$ cat src/logic/rlc_map.svh
// Functional notes
// RULE1: After a field interruption or a loss of supply the outputs stay off until a valid unlock.
// RULE2: The red indicator is on for as long as the restart is locked and the outputs are off.
// RULE3: The yellow indicator is on while the field is clear and the interlock is enabled; the code also requires the locked state.
// RULE4: The operator presses and releases reset within 0.15 to 4 s, and the block then switches on.
// RULE5: A press that has lasted 4 s or more is discarded, even after its release.
// RULE6: A reset input held for 30 s is taken as a short to supply and forces the failure state.
// RULE7: With the field clear and no interlock pending the status indicator is green and outputs on.
// RULE8: The interlock is enabled by holding the select input high and disabled by bridging it.
// RULE9: The reset pin also drives the button lamp as the inverse of the switching output state.
// RULE10: Press time is counted on the internal clock, starting only after the input is debounced.
`ifndef RLC_MAP_SVH
`define RLC_MAP_SVH

// ----------------------------------------------------------------------
// Clock and timing figures
// ----------------------------------------------------------------------
`define RLC_CLK_HZ        64'd100000000
`define RLC_T_MIN_MS      64'd150
`define RLC_T_MAX_MS      64'd4000
`define RLC_T_SHORT_MS    64'd30000
`define RLC_T_DEB_MS      64'd10
`define RLC_CYC_PER_MS    (`RLC_CLK_HZ / 64'd1000)
`define RLC_CYC_MIN       32'(`RLC_T_MIN_MS * `RLC_CYC_PER_MS)
`define RLC_CYC_MAX       32'(`RLC_T_MAX_MS * `RLC_CYC_PER_MS)
`define RLC_CYC_SHORT     32'(`RLC_T_SHORT_MS * `RLC_CYC_PER_MS)
`define RLC_CYC_DEB       32'(`RLC_T_DEB_MS * `RLC_CYC_PER_MS)

// ----------------------------------------------------------------------
// Reset values and pin polarity
// ----------------------------------------------------------------------
`define RLC_CNT_W         32
`define RLC_OE_DRIVE      1'h0
`define RLC_RST_OUT       1'h0
`define RLC_RST_LIT       1'h1

`endif

$ cat src/logic/rlc_pkg.sv
package rlc_pkg;

   // ----------------------------------------------------------------------
   // Types
   // ----------------------------------------------------------------------
   // Gray order: locked, on, failure.
   typedef enum logic [1:0] {
      RLC_ST_LOCKED = 2'h0,
      RLC_ST_ON     = 2'h1,
      RLC_ST_FAIL   = 2'h3
   } rlc_state_t;

   // Indicator and output group, registered as one unit.
   typedef struct packed {
      logic ssw_a;
      logic ssw_b;
      logic red;
      logic yellow;
      logic green;
      logic lamp;
   } rlc_outs_t;

endpackage : rlc_pkg

$ cat src/logic/rlc_interlock.sv
`timescale 1ns/1ns
`include "rlc_map.svh"
module rlc_interlock #(
   parameter logic [31:0] P_DEB_CYC   = `RLC_CYC_DEB,
   parameter logic [31:0] P_MIN_CYC   = `RLC_CYC_MIN,
   parameter logic [31:0] P_MAX_CYC   = `RLC_CYC_MAX,
   parameter logic [31:0] P_SHORT_CYC = `RLC_CYC_SHORT
) (
   // Clock and reset
   input  wire logic i_clk_sys,
   input  wire logic i_rst,
   // Field and configuration
   input  wire logic i_field_clear,
   input  wire logic i_lockout_select_input,
   // Shared reset button pin
   input  wire logic i_reset_button_pin,
   output logic      o_reset_button_pin,
   output logic      o_reset_button_pin_oe_n,
   // Safety outputs
   output logic      o_safety_switch_output_a,
   output logic      o_safety_switch_output_b,
   // Indicators
   output logic      o_main_status_indicator,
   output logic      o_red_indicator,
   output logic      o_yellow_indicator,
   output logic      o_restart_lockout
);
   import rlc_pkg::*;

   // ----------------------------------------------------------------------
   // Debounce of the reset input
   // ----------------------------------------------------------------------
   logic btn_db;

   // Contact bounce would split one press into many short ones.
   rlc_debounce #(
      .P_DEB_CYC (P_DEB_CYC)
   ) u_deb (
      .i_clk_sys (i_clk_sys),
      .i_rst     (i_rst),
      .i_raw     (i_reset_button_pin),
      .o_level   (btn_db)
   );

   // ----------------------------------------------------------------------
   // Press timing
   // ----------------------------------------------------------------------
   logic [31:0] press_cnt_r;
   logic [31:0] press_cnt_nxt;
   logic        btn_prev_r;
   logic        btn_prev_nxt;
   logic        release_ev;
   logic        press_valid;
   logic        short_ev;
   logic        lock_en;

   // The interlock counts as enabled only while the select input is high.
   assign lock_en = i_lockout_select_input; // see RULE8

   // Count starts on the debounced level and saturates at the short figure.
   always_comb begin
      btn_prev_nxt  = btn_db;
      press_cnt_nxt = 32'h0;
      if (btn_db) begin // see RULE10
         if (press_cnt_r < P_SHORT_CYC) begin
            press_cnt_nxt = press_cnt_r + 32'h1;
         end else begin
            press_cnt_nxt = press_cnt_r;
         end
      end
   end

   // Release edge, window check and short detection.
   assign release_ev  = btn_prev_r & ~btn_db;
   assign press_valid = release_ev
                      & (press_cnt_r >= P_MIN_CYC)  // see RULE4
                      & (press_cnt_r <  P_MAX_CYC); // see RULE5
   assign short_ev    = btn_db & (press_cnt_r >= P_SHORT_CYC - 32'h1);

   // Timing registers.
   always_ff @(posedge i_clk_sys) begin
      if (i_rst) begin
         press_cnt_r <= 32'h0;
         btn_prev_r  <= 1'h0;
      end else begin
         press_cnt_r <= press_cnt_nxt;
         btn_prev_r  <= btn_prev_nxt;
      end
   end

   // ----------------------------------------------------------------------
   // Interlock state machine
   // ----------------------------------------------------------------------
   rlc_state_t state_r;
   rlc_state_t state_nxt;

   // Reset stands for supply loss, so the machine starts locked.
   always_comb begin
      case (state_r)
         RLC_ST_LOCKED: begin
            if (short_ev) begin
               state_nxt = RLC_ST_FAIL; // see RULE6
            end else if (i_field_clear && (!lock_en || press_valid)) begin
               state_nxt = RLC_ST_ON; // see RULE4
            end else begin
               state_nxt = RLC_ST_LOCKED; // see RULE1
            end
         end
         RLC_ST_ON: begin
            if (short_ev) begin
               state_nxt = RLC_ST_FAIL; // see RULE6
            end else if (!i_field_clear) begin
               state_nxt = RLC_ST_LOCKED; // see RULE1
            end else begin
               state_nxt = RLC_ST_ON;
            end
         end
         RLC_ST_FAIL: begin
            // Only a new power-up leaves the failure state.
            state_nxt = RLC_ST_FAIL;
         end
         default: begin
            state_nxt = RLC_ST_FAIL;
         end
      endcase
   end

   // State register.
   always_ff @(posedge i_clk_sys) begin
      if (i_rst) begin
         state_r <= RLC_ST_LOCKED;
      end else begin
         state_r <= state_nxt;
      end
   end

   // ----------------------------------------------------------------------
   // Output and indicator registers
   // ----------------------------------------------------------------------
   rlc_outs_t outs_r;
   rlc_outs_t outs_nxt;
   logic      on_nxt;

   // Outputs follow the next state so they line up with state_r.
   always_comb begin
      on_nxt          = (state_nxt == RLC_ST_ON);
      outs_nxt.ssw_a  = on_nxt;  // see RULE7
      outs_nxt.ssw_b  = on_nxt;  // see RULE7
      outs_nxt.green  = on_nxt;  // see RULE7
      outs_nxt.red    = ~on_nxt; // see RULE2
      outs_nxt.lamp   = ~on_nxt; // see RULE9
      outs_nxt.yellow = i_field_clear & lock_en
                      & (state_nxt == RLC_ST_LOCKED); // see RULE3
   end

   // Output register; outputs are off during reset, while red and the lamp
   // stay lit, because a supply loss leaves the restart locked.
   always_ff @(posedge i_clk_sys) begin
      if (i_rst) begin
         outs_r <= '{red:     `RLC_RST_LIT,
                     lamp:    `RLC_RST_LIT,
                     default: `RLC_RST_OUT}; // see RULE2 RULE9
      end else begin
         outs_r <= outs_nxt;
      end
   end

   // Port mapping; the lamp driver stays enabled, the button pulls high.
   assign o_safety_switch_output_a = outs_r.ssw_a;
   assign o_safety_switch_output_b = outs_r.ssw_b;
   assign o_main_status_indicator  = outs_r.green;
   assign o_red_indicator          = outs_r.red;
   assign o_yellow_indicator       = outs_r.yellow;
   assign o_reset_button_pin       = outs_r.lamp;
   assign o_reset_button_pin_oe_n  = `RLC_OE_DRIVE;
   assign o_restart_lockout        = (state_r != RLC_ST_ON);
endmodule : rlc_interlock

$ cat src/logic/rlc_debounce.sv
`timescale 1ns/1ns
`include "rlc_map.svh"
module rlc_debounce #(
   parameter logic [31:0] P_DEB_CYC = `RLC_CYC_DEB
) (
   // Clock and reset
   input  wire logic i_clk_sys,
   input  wire logic i_rst,
   // Level in and out
   input  wire logic i_raw,
   output logic      o_level
);

   logic [31:0] cnt_r;
   logic [31:0] cnt_nxt;
   logic        lvl_r;
   logic        lvl_nxt;

   // A new level is accepted only after it has held for the full time.
   always_comb begin
      cnt_nxt = 32'h0;
      lvl_nxt = lvl_r;
      if (i_raw != lvl_r) begin
         if (cnt_r >= P_DEB_CYC - 32'h1) begin
            lvl_nxt = i_raw;
         end else begin
            cnt_nxt = cnt_r + 32'h1;
         end
      end
   end

   // State register.
   always_ff @(posedge i_clk_sys) begin
      if (i_rst) begin
         cnt_r <= 32'h0;
         lvl_r <= 1'h0;
      end else begin
         cnt_r <= cnt_nxt;
         lvl_r <= lvl_nxt;
      end
   end

   assign o_level = lvl_r;

endmodule : rlc_debounce

$ cat config.mk
export PLATFORM = sky130hd
export DESIGN_NAME = rlc_interlock
export DESIGN_NICKNAME = d
export VERILOG_FILES = /design/src/logic/rlc_pkg.sv /design/src/logic/rlc_interlock.sv /design/src/logic/rlc_debounce.sv
export VERILOG_INCLUDE_DIRS = /design/src /design/src/logic
export SDC_FILE = /design/constraint.sdc
export NUM_CORES = 1
export LEC_CHECK = 0
export ABC_AREA = 1
export BUFFER_PORTS_ARGS = -buffer_cell sky130_fd_sc_hd__buf_2
export CAP_MARGIN = 20
export CORE_MARGIN = 4
export CORE_UTILIZATION = 55
export DETAILED_ROUTE_END_ITERATION = 16
export PLACE_DENSITY = 0.71
export SLEW_MARGIN = 10
export SYNTH_ARGS = -nofsm -noshare
export SYNTH_HDL_FRONTEND = slang
export SYNTH_HIERARCHICAL = 1
export SYNTH_SLANG_ARGS = --single-unit
$ cat constraint.sdc
create_clock -name i_clk_sys -period 4.05 [get_ports i_clk_sys]
set_input_delay 0 -clock i_clk_sys [delete_from_list [all_inputs] [get_ports i_clk_sys]]
set_output_delay 0 -clock i_clk_sys [all_outputs]
set_load 0.03 [all_outputs]
==> qor.yml <==
fmax_mhz: 401
grt_antenna_before_repair: 0
globalRouteTotalUtil: 0.214
cts_sinks: 71
fin_hold_ws_ns: 0.413
pwr-share-seq: 0.553
r2r_cells: 11
slew_headroom: 0.593
synth_cell_types: 32
crit_type: "register to register"
synth.top_cell.area_share: 0.360
yosys.cell_count.top_type: "nand2_1"
totalNegativeSetupSlack_ns: 0
route.final.wire_length_mm: 8.59
synth.ff_latch_count: 71
cts.reportedPaths.clkPinSlew_ns: 0.09
grt_max_degree: 29
synthArstFlopShare: 0
critical_path_peak_fanout: 5
drt_first_pass_iters: 5
synth_commonest_cells: "nand2_1, nor2_1, dfxtp_1, inv_1, xor2_1"
total_leakage_power_nw: 1.58
synthesis.area_mm2: 0.00395
io_buffer_count: 11
min_path_cells: 3
fp-row-count: 30
startpoint_of_the_worst_hold_path: "i_rst"
dp_cells: 697
clk_latency_ns: 0.35
beginning_of_the_worst_register_to_register_path: "press_cnt_r[0]$_SDFFE_PP0N_"
ys_top_cells_by_area: "dfxtp_1, nand2_1, nor2_1, xor2_1, inv_1"
cts_buffers: 9
ant_nets: 0
io_pins: 13
crit_required_ns: 4.30
n_antenna_cell: 0
largest_area_contributor_in_the_netlist: "dfxtp_1"
start_util: 0.575
finalSetupViolations: 0
number_of_fill_cells_in_the_layout: 665
result_of_the_run: "completed"
report.final.slew_viol_count: 0
grt_first_pass_wirelength_mm: 14.9
pwr-share-clk: 0.420
sw_frac_of_total: 0.257
die_area_mm2: 0.00861
mean_instance_size_in_the_synthesized_netlist_um2: 6.63
drive_above_1_share: 0.0913
fp.coreArea_mm2: 0.00687
avgRoutedWirePerCell_um: 11.9
critical_path_arrival_ns: 2.74
design.final.nets: 627
die_h_um: 92.8
internal_power_mw: 0.956
clock_tree_from_tritoncts: "built"
synthesis.yosys.warnings: 6
detail_route.drc_violations: 0
tightest_slew_ns: 0.609
ir_drop_uv: 192
finalCritPeriodShare: 0.615
finish.utilization: 0.626
drt_iter0_markers: 244
htreeDepth: 3
detailroute.via_count: 3625
route.detailed.vias_per_inst: 5.03
seq_area_frac_synth: 0.360
grt_setup_unrepaired: "no"
postSynth.topFlopCell: "dfxtp_1"
layout.cell_area.non_filler_mm2: 0.00430
fp.dieW_um: 92.8
critPathCaptureType: "register"
cts-root-to-sink-buffers: 2
synth_enable_flop_cells: 0
detailedPlacementHpwl_mm: 6.27
cts_resized: 0
area.growth.synth_to_final_pct: 8.86
hold_viol: 0
critical_path.startpoint: "press_cnt_r[0]$_SDFFE_PP0N_"
fin_crit_ns: 2.49
gp_routability_congestion: 0.927
hp-class: "primary input to register"
grt_pass1_vias: 3439
gr-total-overflow: 0
max_cap_viol_count: 0
root_buffer: "clkbuf_8"
p_switching_mw: 0.331
share_comb_of_total_power: 0.027
syn-instance-count: 596
layout.cells.non_filler: 720
power.density_mw_per_mm2: 299
critPathLaunchType: "register"
clock_skew_ns: 0.00872
rrSetupSlack_ns: 1.56
postPlaceCellArea_mm2: 0.00404
-- state kept, by name (all words and copies together), names as in the netlist --
register                 cells
btn_prev_r                   1
o_main_status_indicator      1
o_reset_button_pin           1
o_yellow_indicator           1
press_cnt_r                 32
state_r                      2
u_deb/cnt_r                 32
u_deb/o_level                1
-- area by class of cell --
class / count / area [µm²] / share of cell area
clock buffer: 9 / 124 / 0.0288
clock inverter: 7 / 65.1 / 0.0151
inverter: 61 / 231 / 0.0538
multi-input combinational: 456 / 2200 / 0.511
sequential: 71 / 1420 / 0.330
tap: 96 / 120 / 0.0279
timing repair buffer: 20 / 140 / 0.0326
-- cells by family (layout without fill, tap and decap cells) --
| group | count (synthesis) | in the layout | share of synthesized area |
|---|---|---|---|
| AO/OA/AOI/OAI | 46 | 46 | 0.0677 |
| buffers and inverters | 80 | 97 | 0.0940 |
| adder cells (fa/ha/maj) | 3 | 3 | 0.00950 |
| XOR/XNOR | 39 | 39 | 0.0864 |
| flip-flops | 71 | 71 | 0.360 |
| other | 2 | 13 | 0.00190 |
| AND/OR/NAND/NOR | 355 | 355 | 0.381 |
-- power by group through the flow --
stage / Sequential (mW) / Clock (mW) / Combinational [mW]
5_1_grt: 0.712 / 0.592 / 0.0380
4_1_cts: 0.711 / 0.561 / 0.0339
2_1_floorplan: 0.729 / 0 / 0.0203
3_3_place_gp: 0.727 / 0 / 0.0286
6_report: 0.711 / 0.541 / 0.0345
3_5_place_dp: 0.728 / 0 / 0.0293
-- repair_timing --
| item | CTS | global route |
|---|---|---|
| hold endpoints to repair | 6 | 0 |
| setup buffers | 0 | 0 |
| hold buffers | 7 | 0 |
-- layer usage --
metal | global-route usage | wire length, µm | vias to the layer above
met5 | 0 | 0 | -
li1 | - | - | 1882
met3 | 0.0552 | 452 | 22
met4 | 0.103 | 294 | 0
met2 | 0.361 | 4120 | 100
met1 | 0.252 | 3730 | 1621
-- cell usage in the layout (no fill, tap or decap), types with 6 or more instances in the layout --
cell type and n:
nand2_1 172, nor2_1 104, dfxtp_1 71, inv_1 60, xor2_1 30, nand3_1 26
a21oi_1 26, nor3_1 18, conb_1 13, o21ai_0 11, buf_2 11, nor2_2 10
nand4_1 9, xnor2_1 9, clkbuf_8 9, dlygate4sd3_1 7, a21oi_2 6
-- per-stage QoR --
step | total power, mW | setup WS (ns)
2_1_floorplan | 0.750 | 2.52
6_report | 1.29 | 1.56
5_1_grt | 1.34 | 1.37
3_3_place_gp | 0.756 | 1.97
4_1_cts | 1.31 | 1.58
3_5_place_dp | 0.757 | 1.91
-- critical path, stage by stage (launching register included) --
cell and delay, ns:
dfxtp_1 0.41, ha_1 0.22, nand3_1 0.18, nor3_1 0.51
nand2_1 0.13, nand2_1 0.09, nand2_1 0.05, nand2_1 0.07
a21oi_2 0.08, nand2_1 0.08, nor2_1 0.04, dlygate4sd3_1 0.54
-- worst paths after layout --
| path | to |
|---|---|
| max | o_yellow_indicator$_SDFF_PP0_ |
| min | state_r[1]$_SDFF_PP0_ |
| max reg2reg | o_yellow_indicator$_SDFF_PP0_ |
| min reg2reg | u_deb/cnt_r[0]$_SDFF_PP0_ |
Power figures use the tool's default switching activity.
